## src/rtl/tib_pkg.sv

```systemverilog
/*
 Constants, register map and carrier types of the timer interrupt flag and enable bank.
 Assumes a single 32-bit register port with byte addresses and word-aligned registers.
*/
package tib_pkg;

   localparam int NUM_TIMERS = 2;
   localparam int ADDR_W = 32;
   localparam int DATA_W = 32;
   localparam int CH_COUNT = 4;
   localparam int SRC_W = 7;

   // Register byte addresses, index 0 is timer 1
   localparam logic [ADDR_W-1:0] PENDING_ADDR [NUM_TIMERS] = '{32'h4000_A800, 32'h4000_A804};
   localparam logic [ADDR_W-1:0] MISSED_ADDR [NUM_TIMERS] = '{32'h4000_A818, 32'h4000_A81C};
   localparam logic [ADDR_W-1:0] GATE_ADDR [NUM_TIMERS] = '{32'h4000_A840, 32'h4000_A844};

   // Field positions shared by the pending and gate registers
   localparam int UPDATE_BIT = 0;
   localparam int CH1_BIT = 1;
   localparam int TRIGGER_BIT = 6;
   localparam logic [SRC_W-1:0] SRC_VALID_MASK = 7'h5F;

   // Field positions of the missed register and reserved fields
   localparam int MISS_CH1_BIT = 9;
   localparam int PEND_RSVD_LSB = 9;
   localparam int PEND_RSVD_MSB = 12;
   localparam int MISS_RSVD_LSB = 0;
   localparam int MISS_RSVD_MSB = 6;

   // Reset values
   localparam logic [SRC_W-1:0] PENDING_RESET = 7'h00;
   localparam logic [CH_COUNT-1:0] MISSED_RESET = 4'h0;
   localparam logic [SRC_W-1:0] GATE_RESET = 7'h00;
   localparam logic [DATA_W-1:0] READ_IDLE = 32'h0000_0000;

   // One-cycle event strobes from one timer
   typedef struct packed {
      logic triggerEvent;
      logic [CH_COUNT-1:0] chEvent;
      logic updateEvent;
   } tib_events_t;

   // Register port request
   typedef struct packed {
      logic [ADDR_W-1:0] addr;
      logic [DATA_W-1:0] wdata;
      logic wr;
      logic rd;
   } tib_bus_req_t;

endpackage

```

## src/rtl/tib_irq_bank.sv

```systemverilog
/*
 Second-level interrupt registers for two general-purpose timers: gate, pending and
 missed registers per timer, a register port and one interrupt level per timer.
 Assumes event strobes come from timer logic on core_clk and the register master
 keeps to the single-cycle strobe protocol.
*/
// Added by the designer: the strobed register port.
// Notes on behaviour
// Gate register: trigger 6, channels 1-4, update 0
// Pending register uses same bit positions
// Reserved pending/missed fields read-only, software ignores
// Missed register: channel 1 bit 9 to 12
// Two pending registers, consecutive words, reset zero
// Two missed registers, own words, reset zero
// Two gate registers reset zero, sources disabled
// Missed on recurrence while pending; irq pending&gate
`timescale 1ns/1ps

module tib_irq_bank (
   input wire logic core_clk,
   input wire logic resetn,
   input wire logic clkEn,
   input wire tib_pkg::tib_bus_req_t busReq,
   output logic [tib_pkg::DATA_W-1:0] rdata_q,
   input wire tib_pkg::tib_events_t [tib_pkg::NUM_TIMERS-1:0] timerEvents,
   output logic [tib_pkg::NUM_TIMERS-1:0] timerIrq_q
);
   import tib_pkg::*;

   logic [SRC_W-1:0] gate_q [NUM_TIMERS];
   logic [SRC_W-1:0] gate_d [NUM_TIMERS];
   logic [SRC_W-1:0] pending_q [NUM_TIMERS];
   logic [SRC_W-1:0] pending_d [NUM_TIMERS];
   logic [CH_COUNT-1:0] missed_q [NUM_TIMERS];
   logic [CH_COUNT-1:0] missed_d [NUM_TIMERS];
   logic [NUM_TIMERS-1:0] irq_d;
   logic [DATA_W-1:0] rdata_d;

   // Event strobes mapped onto register bit positions
   function automatic logic [SRC_W-1:0] srcVector(input tib_events_t ev);
      logic [SRC_W-1:0] v;
      v = '0;
      v[TRIGGER_BIT] = ev.triggerEvent;
      v[CH1_BIT +: CH_COUNT] = ev.chEvent;
      v[UPDATE_BIT] = ev.updateEvent;
      return v;
   endfunction

   // Next state of gate, pending and missed bits
   always_comb begin
      logic [SRC_W-1:0] events;
      logic [SRC_W-1:0] pendClr;
      logic [CH_COUNT-1:0] missClr;
      logic [CH_COUNT-1:0] missSet;
      events = '0;
      pendClr = '0;
      missClr = '0;
      missSet = '0;
      for (int t = 0; t < NUM_TIMERS; t++) begin
         events = srcVector(timerEvents[t]);
         pendClr = '0;
         missClr = '0;
         gate_d[t] = gate_q[t];
         if (busReq.wr && busReq.addr == GATE_ADDR[t]) begin
            gate_d[t] = busReq.wdata[SRC_W-1:0] & SRC_VALID_MASK;
         end
         if (busReq.wr && busReq.addr == PENDING_ADDR[t]) begin
            pendClr = busReq.wdata[SRC_W-1:0];
         end
         if (busReq.wr && busReq.addr == MISSED_ADDR[t]) begin
            missClr = busReq.wdata[MISS_CH1_BIT +: CH_COUNT];
         end
         // Set beats a write-one clear in the same cycle
         pending_d[t] = ((pending_q[t] & ~pendClr) | events) & SRC_VALID_MASK;
         // A flag being cleared now takes the new event, so nothing is lost
         missSet = events[CH1_BIT +: CH_COUNT] & pending_q[t][CH1_BIT +: CH_COUNT]
            & ~pendClr[CH1_BIT +: CH_COUNT];
         missed_d[t] = (missed_q[t] & ~missClr) | missSet;
         irq_d[t] = |(pending_d[t] & gate_d[t]);
      end
   end

   always_ff @(posedge core_clk or negedge resetn) begin
      if (!resetn) begin
         for (int t = 0; t < NUM_TIMERS; t++) begin
            gate_q[t] <= GATE_RESET;
         end
      end else if (clkEn) begin
         for (int t = 0; t < NUM_TIMERS; t++) begin
            gate_q[t] <= gate_d[t];
         end
      end
   end

   always_ff @(posedge core_clk or negedge resetn) begin
      if (!resetn) begin
         for (int t = 0; t < NUM_TIMERS; t++) begin
            pending_q[t] <= PENDING_RESET;
         end
      end else if (clkEn) begin
         for (int t = 0; t < NUM_TIMERS; t++) begin
            pending_q[t] <= pending_d[t];
         end
      end
   end

   always_ff @(posedge core_clk or negedge resetn) begin
      if (!resetn) begin
         for (int t = 0; t < NUM_TIMERS; t++) begin
            missed_q[t] <= MISSED_RESET;
         end
      end else if (clkEn) begin
         for (int t = 0; t < NUM_TIMERS; t++) begin
            missed_q[t] <= missed_d[t];
         end
      end
   end

   // Registered from next state so the level tracks the flags without extra lag
   always_ff @(posedge core_clk or negedge resetn) begin
      if (!resetn) begin
         timerIrq_q <= '0;
      end else if (clkEn) begin
         timerIrq_q <= irq_d;
      end
   end

   // Read mux; reserved fields and unmapped addresses read as zero
   always_comb begin
      rdata_d = READ_IDLE;
      if (busReq.rd) begin
         for (int t = 0; t < NUM_TIMERS; t++) begin
            if (busReq.addr == GATE_ADDR[t]) begin
               rdata_d[SRC_W-1:0] = gate_q[t];
            end
            if (busReq.addr == PENDING_ADDR[t]) begin
               rdata_d[SRC_W-1:0] = pending_q[t];
            end
            if (busReq.addr == MISSED_ADDR[t]) begin
               rdata_d[MISS_CH1_BIT +: CH_COUNT] = missed_q[t];
            end
         end
      end
   end

   // Data stands from the enabled edge that samples the read strobe until the next enabled edge
   always_ff @(posedge core_clk or negedge resetn) begin
      if (!resetn) begin
         rdata_q <= READ_IDLE;
      end else if (clkEn) begin
         rdata_q <= rdata_d;
      end
   end

endmodule // tib_irq_bank

```

## config.mk

```make
export PLATFORM = sky130hd
export DESIGN_NAME = tib_irq_bank
export DESIGN_NICKNAME = d
export VERILOG_FILES = /design/src/rtl/tib_pkg.sv /design/src/rtl/tib_irq_bank.sv
export SDC_FILE = /design/constraint.sdc
export NUM_CORES = 1
export LEC_CHECK = 0
export ABC_AREA = 1
export CORE_MARGIN = 4
export CORE_UTILIZATION = 61
export CTS_BUF_LIST = sky130_fd_sc_hd__clkbuf_2 sky130_fd_sc_hd__clkbuf_4 sky130_fd_sc_hd__clkbuf_8
export CTS_CLUSTER_DIAMETER = 120
export DETAILED_ROUTE_END_ITERATION = 10
export DONT_BUFFER_PORTS = 1
export PLACE_DENSITY = 0.77
export SETUP_SLACK_MARGIN = 0.05
export SLEW_MARGIN = 20
export SYNTH_ARGS = -nofsm -noshare
export SYNTH_HDL_FRONTEND = slang
export SYNTH_SLANG_ARGS = --single-unit
```

## constraint.sdc

```tcl
create_clock -name core_clk -period 1.15 [get_ports core_clk]
set_input_delay 0.1725 -clock core_clk [delete_from_list [all_inputs] [get_ports core_clk]]
set_output_delay 0.1725 -clock core_clk [all_outputs]
set_load 0.01 [all_outputs]
```

[Word-level counts from Yosys, hierarchy flattened]
Index checks and enable logic that the tools add are counted.
Operators by class
  equality and inequality tests: 6
  mux-type cells: 14
  bitwise logic cells: 20
  reductions and logical operators: 8
Operator list (number)
  $eq 32x31->1 const B: 6
  $mux 7: 9
  $and 7x7->7: 4
  $and 4x4->4: 6
  $mux 4: 5
  $not 4->4: 4
  $not 7->7: 2
  $or 7x7->7: 2
  $reduce_or 7->1: 2
  $or 4x4->4: 2
  $logic_and 1x1->1: 6
Word-level totals
  flip-flop bits (word level): 47
  input port bits: 81
  output and inout port bits: 34
  logic and storage cells: 56

[Longest topological paths before layout]
Gate-level depths: netlist (run 1).
  depth in word-level cells: 8
  mapped depth: 14

[Least setup slack after synthesis (run 1)]
Ideal clock, no wire load.
  path kind: input -> register
  from: input busReq[55] (netlist name)
  to: register timerIrq_q[1] (netlist name)
  library setup time: 0.117 ns
  arrival time: 1.240 ns
  setup slack: -0.207 ns
  stages on the path: 12
  path buffers: 0
  cells stage by stage: nor2_1 nand2_1 nor2_2 nand2_4 nor2_4 nand3_1 nand2_1 nand2_1 nand2_1 nand3_1 nor2_1 nor2_1
On the way
  cells in the longest elaborated chain, start to end: 8
  elaborated cells between the ends (all ways): 11
  classes of those cells: eq/ne (2); mux (2); bitwise (4); reduce/logical (3)
RTL lines
  from (decl): RTL line tib_irq_bank.sv:23  | input wire tib_pkg::tib_bus_req_t busReq,
  $eq 32x31->1: RTL line tib_irq_bank.sv:67  | if (busReq.wr && busReq.addr == PENDING_ADDR[t]) begin
  $logic_and 1x1->1: RTL line tib_irq_bank.sv:67
  $mux 7: RTL line tib_irq_bank.sv:67
  $not 7->7: RTL line tib_irq_bank.sv:74  | pending_d[t] = ((pending_q[t] & ~pendClr) | events) & SRC_VALID_MASK;
  $and 7x7->7: RTL line tib_irq_bank.sv:74
  $or 7x7->7: RTL line tib_irq_bank.sv:74
  $and 7x7->7 (*): RTL line tib_irq_bank.sv:79  | irq_d[t] = |(pending_d[t] & gate_d[t]);
  $reduce_or 7->1 (*): RTL line tib_irq_bank.sv:79
  to (signal assigned): RTL line tib_irq_bank.sv:124  | timerIrq_q <= irq_d;
  to (decl): RTL line tib_irq_bank.sv:26  | output logic [tib_pkg::NUM_TIMERS-1:0] timerIrq_q
Every way passes the cells marked *; elsewhere a longest branch is shown, timed or not.
A chain may end at the register's enable or synchronous reset.

[Worst setup path in the final report (run 1)]
  from: input clkEn
  to: register gate_q[4] (netlist name)
RTL lines
  from (decl): RTL line tib_irq_bank.sv:22  | input wire logic clkEn,
  to (signal, indexed assignment): RTL line tib_irq_bank.sv:90  | gate_q[t] <= gate_d[t];
  to (decl): RTL line tib_irq_bank.sv:30  | logic [SRC_W-1:0] gate_q [NUM_TIMERS];
No word-level cell between the ends.

==> summary.txt, run 1 <==
Floorplanning
  – Starting Density: 62.72%
  – # rows: 25
  – Core box area: 4692 um^2
  – Die W: 77.46 um
  – Die Area: 5999 um^2
  – I/O pins: ~120
  – Die Height: 77.46 um

Final layout
  – Area occupied by multi-input gates: 1941 um^2
  – Nets@finish: 553
  – Antenna Cells: 0
  – Fill cell count: 331
  – Area growth syn-to-layout: 28.19%
  – Share of cells above drive strength 1: 31.71%
  – Sequential cell area: 1101 um^2

Setup path
  – Data arrival time of the worst path: 1460 ps
  – WP buf/inv: 1
  – Crit path capture type: flip-flop
  – WP depth: 2
  – CP startpoint: clkEn
  – WP data required: 1300 ps
  – CP cell instances: dlygate4sd3_1 -> a31oi_1
  – FF-to-FF Start: gate_q[6]$_DFFE_PN0P_
  – WS Path Type: in -> reg
  – CP Launch Type: input pin
  – CP max stage delay: 1060 ps
  – R2R cell count: 8
  – CP Capture Point: gate_q[4]$_DFFE_PN0P_
  – Worst Path Max Fanout: 27
  – R2r endpoint: timerIrq_q[1]$_DFFE_PN0P_
  – R2R Setup Slk: 70 ps
  – Slowest cell on the critical path: dlygate4sd3_1
  – Delay-heaviest family, CP: buffers and inverters

Logic synthesis
  – Post-synth top flop: dfrtp_1
  – Largest area contributor in the netlist: dfrtp_1
  – Post-Syn Area: 2943 um^2
  – Largest cells by area after synthesis: dfrtp_1 37%, nand2_1 18%, nand3_1 7.1%
  – Cells after Synth: 432
  – Adder-Cell Fraction of Synth Area: 0%
  – Sequential element share of the synthesized area: 37.41%
  – Commonest cells in the netlist: 140 x nand2_1, 51 x nor2_1, 44 x dfrtp_1, 44 x inv_1, 42 x nand3_1
  – #FFs+latches synth: between 40 and 50
  – Simple-gate share of the synthesized area: 37.12%
  – Synth Warn #: 0
  – Synth top area share: 37.41%
  – Distinct cells, synth: 28
  – Post-synth EDFFs: 0
  – Largest family of logic cells by synthesized area: simple AND/OR/NAND/NOR gates
  – Proportion of synthesized area in mux cells: 0%
  – Top-count cell post-synth: nand2_1
  – Post-synthesis async set-or-reset flop share: 100.0%
  – Avg Cell Area, Syn: 6.812 um^2
  – Post-synthesis compound-gate area fraction: 12.54%
  – XOR/XNOR Fraction of Synth Area: 0%

Drt
  – Iteration-0 DRC Markers: between 200 and 250
  – Vias/cell: 5.664
  – Vias: 2985
  – WL final: about 9 mm
  – Routed Antenna Nets: 0
  – DR WL/cell: 17.18 um
  – Detailed Routing Iterations Pass 1: 4
  – DRC violations left: 0

Min path
  – Worst hold path class: in -> async

STA
  – Worst slew pin tran: 808.0 ps
  – Finish-stage setup viols: 29
  – Clock Skews: 16.04 ps
  – Hold_ws: -447.5 ps
  – RSZ-0062 raised after global routing: true
  – Part of the cycle the worst path needs: 113.6%
  – Final setup margin: -156.3 ps
  – Final Hold Viols: 47
  – Final max-slew violation count: 0
  – Minimum clock period: approximately 1300 ps
  – Worst slew margin: 45.96%
  – Final TNS setup: -2211 ps
  – F_max: about 0.77 GHz

Global routing
  – Pin count of the biggest net entering global routing: 45
  – Initial antenna violation count: 0
  – Total Routing Usage GR: 28.15%
  – Vias in the first global route: 3109
  – Grt total ovfl: 0
  – First-pass GRT wire length: 13.57 mm

CTS
  – Clock Path Buffers: 2
  – Clk slew on worst S/H paths: 90 ps
  – Total CTS buffers: 5
  – Worst-Skew Late Latency: approximately 310 ps
  – Root buf cell: clkbuf_8
  – CTS tree: done
  – CTS sink count: 44
  – # H-tree levels: 2

Power
  – Leak: roughly 1.8 nW
  – Worst IR Drop VDD: 0.7174 mV
  – Power density over the cells: between 800 and 900 nW/um^2

Flow run
  – MaxCap Viol Count: 0

Placement
  – DP HPWL: 5.969 mm
  – Gpl congestion: around 0.86
  – Count of input and output buffers: 0

Outcome
  – Outcome: finished with violations
  – Failing checks: negative hold slack, negative setup slack
## where the power goes
part	internal, mW	total [mW]	switching [mW]
clock network	0.480	1.03	0.553
registers	1.60	1.65	0.0503
logic	0.176	0.437	0.261
total	2.26	3.12	0.864
## logic make-up after synthesis
family                 Yosys count
other                            1
AND/OR/NAND/NOR                249
AO/OA/AOI/OAI                   60
flip-flops                      44
buffers and inverters           78
## per-layer routing
metal	global-route usage, %	vias to the layer above	share of wire [%]
li1	-	1418	-
met1	31.29	1400	36
met2	50.26	141	52
met3	8.121	26	9.6
met4	11.39	0	2.4
met5	0	-	0
## flip-flops by register name, indices dropped and copies added, names as in the netlist
signal      cells
rdata_q        10
timerIrq_q      2
gate_q         12
missed_q        8
pending_q      12
## worst min path at each step
stage	startpoint	to	slack, ps	depth (start not counted)
after floorplan	resetn	gate_q[0]$_DFFE_PN0P_	-120	0
after global placement	resetn	rdata_q[6]$_DFFE_PN0P_	-120	0
after detailed placement	resetn	pending_q[13]$_DFFE_PN0P_	-120	0
after CTS	resetn	pending_q[13]$_DFFE_PN0P_	-450	0
after global routing	resetn	pending_q[7]$_DFFE_PN0P_	-460	0
final	resetn	pending_q[13]$_DFFE_PN0P_	-450	0
## cell usage in the layout (no fill, tap or decap), types with 3 or more instances in the layout
master / n
nor2_2: 7
nand4_1: 3
nand2_1: 109
dfrtp_1: 44
nand2_4: 6
nor2_1: 27
buf_6: 13
nand2_2: 26
o211ai_1: 7
clkbuf_8: 6
inv_1: 40
a21o_1: 4
nand3_2: 15
a31oi_1: 4
buf_4: 30
a21oi_1: 5
o21ai_0: 5
conb_1: 22
nand3_1: 27
o21ai_2: 6
o2111ai_1: 5
clkinv_2: 3
o21ai_1: 15
nor2_4: 24
a21oi_2: 4
## cell type report
type	instances	share of cell area, %
inverters	46	5.008
clock buffers	6	2.189
repair buffers	44	10.12
clock inverters	2	0.2653
flip-flops and latches	44	29.19
multi-input cells	331	51.44
well taps	54	1.791
## stage by stage
step | util (%) | worst slack (ps) | std cells | total power [mW] | cell area (um^2)
3_5_place_dp | 69.39 | -464.1 | 507 | 2.024 | 3256
5_1_grt | 80.40 | -288.6 | 527 | 3.244 | 3772
3_3_place_gp | 69.39 | -419.5 | 507 | 2.010 | 3256
6_report | 80.40 | -156.3 | 527 | 3.121 | 3772
4_1_cts | 74.37 | -101.5 | 519 | 3.035 | 3490
2_1_floorplan | - | -160.8 | 453 | 2.012 | 3162
## repair_timing
action	in CTS	in global routing
endpoints found under the setup margin	13	38
hold endpoints to repair	63	61
pin swaps	22	31
resized for setup	28	62
buffers inserted	4	8
No activity file was read; power rests on OpenSTA's default activity.
==> inputs of run 2 (changes only) <==
Settings changed: CORE_UTILIZATION 61 to 26, PLACE_DENSITY 0.77 to unset.
==> run 2 against run 1 <==
Against the previous run: the run still ends with negative hold slack, negative setup slack left; clock skew fell by 9.9 ps; global-route usage decreased by 15 points; largest cell class unchanged; critical path type unchanged; largest power group unchanged; wire length grew 2.8%; combinational power shrank 4.8%; hold slack improved by 4.0 ps.
==> summary.txt, run 2 (synthesis results as in run 1) <==
Outcome
  – Outcome: finished with violations
  – Failing checks: negative hold slack, negative setup slack

Setup path
  – CP Capture Point: timerIrq_q[1]$_DFFE_PN0P_
  – CP Launch Type: input pin
  – CP cell instances: nor2_4 -> nand2_2 -> nor2_4 -> nand2_4 -> buf_6 -> nor2_4 -> nand3_2 -> nand2_1 -> nand2_1 -> nand2_1 -> nand3_1 -> nor2_1 -> nor2_1
  – R2R Setup Slk: 90 ps (+20 ps)
  – CP max stage delay: 240 ps (-820 ps)
  – R2r endpoint: timerIrq_q[0]$_DFFE_PN0P_
  – WS Path Type: in -> reg
  – WP data required: 1350 ps (+50 ps)
  – R2R cell count: 6 (-2)
  – CP startpoint: busReq[56]
  – Delay-heaviest family, CP: simple AND/OR/NAND/NOR gates
  – Slowest cell on the critical path: nor2_4
  – Worst Path Max Fanout: 6 (-78%)
  – Crit path capture type: flip-flop
  – Data arrival time of the worst path: 1500 ps (+40 ps)
  – WP depth: 13 (+11)
  – FF-to-FF Start: gate_q[9]$_DFFE_PN0P_
  – WP buf/inv: 1 (unchanged)

Power
  – Reg power frac: 50.1% (-2.8 points)
  – Switching share of power: 26.58% (-1.1 points)
  – Worst IR Drop VDD: 0.4997 mV (-30%)
  – P_int: 2.414 mW (+7.0%)
  – Power density over the cells: 814.9 nW/um^2 (-1.5%)
  – Clock power share: 37.2% (+4.1 points)
  – P_sw: 873.9 uW (+1.1%)
  – Leak: 1.920 nW (+4.4%)
  – Logic pwr share: 12.7% (-1.3 points)

Global routing
  – Total Routing Usage GR: 13.26% (-15 points)
  – Initial antenna violation count: 0 (unchanged)
  – Vias in the first global route: 2822 (-9.2%)
  – Grt total ovfl: 0 (unchanged)
  – First-pass GRT wire length: 13.87 mm (+2.2%)
  – Pin count of the biggest net entering global routing: 45 (unchanged)

Floorplanning
  – Die Height: 114.4 um (+48%)
  – Die Area: 13090 um^2 (+120%)
  – I/O pins: 115 (unchanged)
  – Core box area: 10940 um^2 (+130%)
  – Starting Density: 26.91% (-36 points)
  – # rows: 38 (+52%)
  – Die W: 114.4 um (+48%)

CTS
  – CTS sink count: 44 (unchanged)
  – # H-tree levels: 2 (unchanged)
  – CTS tree: done
  – Clock Path Buffers: 2 (unchanged)
  – Worst-Skew Late Latency: 300 ps (about the same)
  – Root buf cell: clkbuf_8
  – Clk slew on worst S/H paths: 90 ps (about the same)
  – Total CTS buffers: 5 (unchanged)

STA
  – Part of the cycle the worst path needs: 113.1% (-0.48 points)
  – Worst slew margin: 48.46% (+2.5 points)
  – Hold_ws: -443.5 ps (+3.998 ps)
  – Final setup margin: -150.7 ps (+5.574 ps)
  – Final max-slew violation count: 0 (unchanged)
  – Minimum clock period: 1301 ps (-5.574 ps)
  – Clock Skews: 6.117 ps (-9.918 ps)
  – RSZ-0062 raised after global routing: true
  – Final Hold Viols: 46 (-2.1%)
  – Finish-stage setup viols: 26 (-10%)
  – F_max: 0.7688 GHz (+0.43%)
  – Worst slew pin tran: 770.5 ps (-37.44 ps)

Final layout
  – Post-Layout Inst Area: 4035 um^2 (+7.0%)
  – Most common cell after layout, fill and taps aside: nand2_1
  – Commonest cells after routing, fill and taps aside: 107 x nand2_1, 44 x dfrtp_1, 41 x inv_1
  – Antenna Cells: 0 (unchanged)
  – Share of cells above drive strength 1: 35.91% (+4.2 points)
  – Nets@finish: 559 (+1.1%)
  – Area growth syn-to-layout: 37.12%
  – Top flop regs: gate_q: 12 flops, pending_q: 12 flops, rdata_q: 10 flops

Drt
  – DRC violations left: 0 (unchanged)
  – Iteration-0 DRC Markers: 129 (-44%)
  – WL final: 9.307 mm (+2.8%)
  – Detailed Routing Iterations Pass 1: 4 (unchanged)
  – DR WL/cell: 15.04 um (-12%)
  – Vias: 2912 (-2.4%)
  – Routed Antenna Nets: 0 (unchanged)
  – Vias/cell: 4.704 (-17%)

Placement
  – Placed Area: 3391 um^2 (+4.2%)
  – DP HPWL: 6.736 mm (+13%)
  – Dpl ws: -473.4 ps (-9.273 ps)
  – Count of input and output buffers: 0 (unchanged)
  – Gpl congestion: 0.8529 (-0.47%)

Flow run
  – MaxCap Viol Count: 0 (unchanged)

Min path
  – Worst hold path class: in -> async
## run 2: worst reg2reg max path: cells and delay by family, from the launching register on
kind | cells | cell delay, ps
flops | 1 | 420
compound gates | 1 | 80
simple gates | 5 | 450
## run 2: worst min-delay path by stage
stage / to / slack, ps / cells after the start
detailed placement: rdata_q[11]$_DFFE_PN0P_ / -120 / 0
finish: gate_q[10]$_DFFE_PN0P_ / -440 / 0
global route: gate_q[11]$_DFFE_PN0P_ / -460 / 0
CTS: pending_q[1]$_DFFE_PN0P_ / -450 / 0
floorplan: gate_q[0]$_DFFE_PN0P_ / -120 / 0
global placement: missed_q[5]$_DFFE_PN0P_ / -120 / 0
## run 2: timing repair
action,4_1_cts,5_1_grt
setup endpoints to repair,11,39
pin swaps,11,62
endpoints found under the hold margin,63,59
setup buffers,2,13
gates resized for setup,15,92
## run 2: cell type report
type / instances / area, um^2
Clock buffer: 5 / 68.82
Clock inverter: 3 / 42.54
Fill cell: 1122 / 6900
Inverter: 46 / 188.9
Multi-Input combinational cell: 331 / 2012
Sequential cell: 44 / 1101
Tap cell: 140 / 175.2
Timing Repair Buffer: 50 / 446.7
## run 2: through the flow
stage,hold slack [ps],setup TNS [ps],util (%),instances,power [mW]
floorplan,-123.1,-1677,-,453,2.012
global placement,-120.1,-8969,31.01,595,2.006
detailed placement,-120.3,-9972,31.01,595,2.019
CTS,-452.9,-285.8,32.75,605,3.227
global route,-460.8,-3404,36.90,619,3.417
finish,-443.5,-1456,36.90,619,3.288
## run 2: power groups by stage
stage / clock network [mW] / registers [mW] / logic (mW)
finish: 1.22 / 1.65 / 0.416
global route: 1.29 / 1.65 / 0.471
CTS: 1.23 / 1.64 / 0.351
detailed placement: 0 / 1.67 / 0.345
global placement: 0 / 1.67 / 0.335
floorplan: 0 / 1.66 / 0.348
## run 2: layer usage
layer / wire [um] / track usage, %
met1: 3798 / 16.60
met2: 4618 / 22.12
met3: 740 / 3.753
met4: 149 / 4.038
met5: 0 / 0
==> inputs of run 3 (changes only) <==
Settings changed: CORE_MARGIN 4 to 8.
==> run 3 against run 2 <==
Against the previous run: the run still ends with negative hold slack, negative setup slack left; register-to-register slack got worse by 30 ps; flip-flop and latch count unchanged; clock skew about the same; clock power decreased by 14%; count of clock-buffer cells in the layout increased by 1; combinational power increased by 15%; design area increased by 2.5%; die area increased by 14%; cell count increased by 1.1%; maximum frequency increased by 0.48%; sequential power about the same.
==> summary.txt, run 3 (synthesis results as in run 1) <==
Floorplanning
  – Starting Density: 26.22% (-0.69 points)
  – Die W: 122.4 um (+7.0%)
  – Die Height: 122.4 um (+7.0%)
  – # rows: 39 (+2.6%)
  – Die Area: 14980 um^2 (+14%)
  – I/O pins: 115 (unchanged)
  – Core box area: 11220 um^2 (+2.6%)

Outcome
  – Outcome: finished with violations
  – Failing checks: negative hold slack, negative setup slack

Placement
  – Gpl congestion: 0.8545 (+0.19%)
  – DP Cell Count: 600 (+0.84%)
  – DP HPWL: 7.314 mm (+8.6%)
  – Count of input and output buffers: 0 (unchanged)

Final layout
  – Final Non-Filler Cells: 626 (+1.1%)
  – Nets@finish: 563 (+0.72%)
  – Area growth syn-to-layout: 40.60%
  – Most common cell after layout, fill and taps aside: nand2_1
  – Top flop regs: gate_q: 12 flops, pending_q: 12 flops, rdata_q: 10 flops
  – Antenna Cells: 0 (unchanged)
  – Commonest cells after routing, fill and taps aside: 98 x nand2_1, 44 x dfrtp_1, 39 x inv_1
  – Share of cells above drive strength 1: 40.17% (+4.3 points)
  – Fill cell count: 1152 (+2.7%)

STA
  – Finish-stage setup viols: 24 (-7.7%)
  – Worst slew pin tran: 813.6 ps (+43.04 ps)
  – Minimum clock period: 1295 ps (-6.176 ps)
  – Part of the cycle the worst path needs: 112.6% (-0.54 points)
  – Final TNS setup: -1685 ps (-228.7 ps)
  – Clock Skews: 6.377 ps (+0.2594 ps)
  – Final Hold Viols: 45 (-2.2%)
  – Hold_ws: -447.3 ps (-3.834 ps)
  – Final max-slew violation count: 0 (unchanged)
  – Final setup margin: -144.6 ps (+6.176 ps)
  – Worst slew margin: 45.58% (-2.9 points)
  – F_max: 0.7725 GHz (+0.48%)
  – RSZ-0062 raised after global routing: true

Min path
  – Worst hold path class: in -> async

CTS
  – Worst-Skew Late Latency: 300 ps (about the same)
  – Clk slew on worst S/H paths: 90 ps (about the same)
  – Root buf cell: clkbuf_8
  – # H-tree levels: 2 (unchanged)
  – CTS tree: done
  – Clock Path Buffers: 2 (unchanged)
  – CTS sink count: 44 (unchanged)
  – Total CTS buffers: 5 (unchanged)

Setup path
  – Data arrival time of the worst path: 1500 ps (about the same)
  – CP Launch Type: input pin
  – WS Path Type: in -> reg
  – WP data required: 1360 ps (about the same)
  – Crit path capture type: flip-flop
  – Worst Path Max Fanout: 6 (unchanged)

Drt
  – Vias/cell: 4.700 (about the same)
  – DRC violations left: 0 (unchanged)
  – DR WL/cell: 16.12 um (+7.2%)
  – Detailed Routing Iterations Pass 1: 4 (unchanged)
  – WL final: 10.09 mm (+8.4%)
  – Routed Antenna Nets: 0 (unchanged)
  – Iteration-0 DRC Markers: 153 (+19%)
  – Vias: 2942 (+1.0%)

Global routing
  – First-pass GRT wire length: 14.68 mm (+5.9%)
  – Total Routing Usage GR: 12.41% (-0.85 points)
  – Grt total ovfl: 0 (unchanged)
  – Vias in the first global route: 2800 (-0.78%)
  – Pin count of the biggest net entering global routing: 45 (unchanged)
  – Initial antenna violation count: 0 (unchanged)

Power
  – Leak: 1.914 nW (-0.30%)
  – Worst IR Drop VDD: 0.4683 mV (-6.3%)
  – Power density over the cells: 766.8 nW/um^2 (-5.9%)

Flow run
  – MaxCap Viol Count: 0 (unchanged)
run 3: repair_timing:
item | in CTS | in global routing
gates resized for setup | 25 | 107
endpoints found under the setup margin | 13 | 39
pin swaps | 17 | 78
cloned | 0 | 0
setup buffers | 3 | 17
hold endpoints to repair | 62 | 61
run 3: path summary, 6_finish.rpt:
path | from | slack (ps) | end | cells after the start
max in group asynchronous | resetn | 1490 | gate_q[7]$_DFFE_PN0P_ | 0
setup / recovery | busReq[34] | -140 | timerIrq_q[1]$_DFFE_PN0P_ | 13
min in group core_clk | clkEn | -10 | gate_q[10]$_DFFE_PN0P_ | 2
setup reg to reg | gate_q[6]$_DFFE_PN0P_ | 60 | timerIrq_q[1]$_DFFE_PN0P_ | 8
hold reg to reg | missed_q[7]$_DFFE_PN0P_ | 510 | missed_q[7]$_DFFE_PN0P_ | 2
hold / removal | resetn | -450 | timerIrq_q[1]$_DFFE_PN0P_ | 0
run 3: worst max-delay path, cell delays in order:
cell     delay [ps]
nor2_4          150
buf_6           130
nand2_4          60
nor2_4          110
nand2_2          70
nor2_4          220
nand3_2         120
nand2_2          90
nand2_1          50
nand2_1          70
nand3_2          70
nor2_1          110
nor2_1           50
run 3: report_power, final:
group,switching (mW),internal [mW]
clock network,0.566,0.481
logic,0.279,0.201
registers,0.0465,1.60
run 3: metal layers:
layer,track usage [%],part of all wire [%]
met5,0,0
met2,20.57,51
met3,3.450,7.8
met4,3.123,0.62
met1,15.60,40
run 3: cell type report:
class | count | area (um^2) | share of cell area [%]
Clock buffer | 6 | 82.58 | 1.996
Inverter | 46 | 188.9 | 4.566
Tap cell | 143 | 178.9 | 4.324
Sequential cell | 44 | 1101 | 26.61
Multi-Input combinational cell | 331 | 2076 | 50.17
Clock inverter | 2 | 10.01 | 0.2419
Timing Repair Buffer | 54 | 500.5 | 12.10
run 3: stage by stage:
stage	area, um^2	power, mW	setup slack [ps]	utilization [%]
after CTS	3633	3.066	-70.89	32.37
after global routing	4138	3.304	-228.2	36.87
final	4138	3.173	-144.6	36.87
after global placement	3410	2.022	-463.1	30.38
after floorplan	3162	2.012	-160.8	-
after detailed placement	3410	2.031	-459.4	30.38
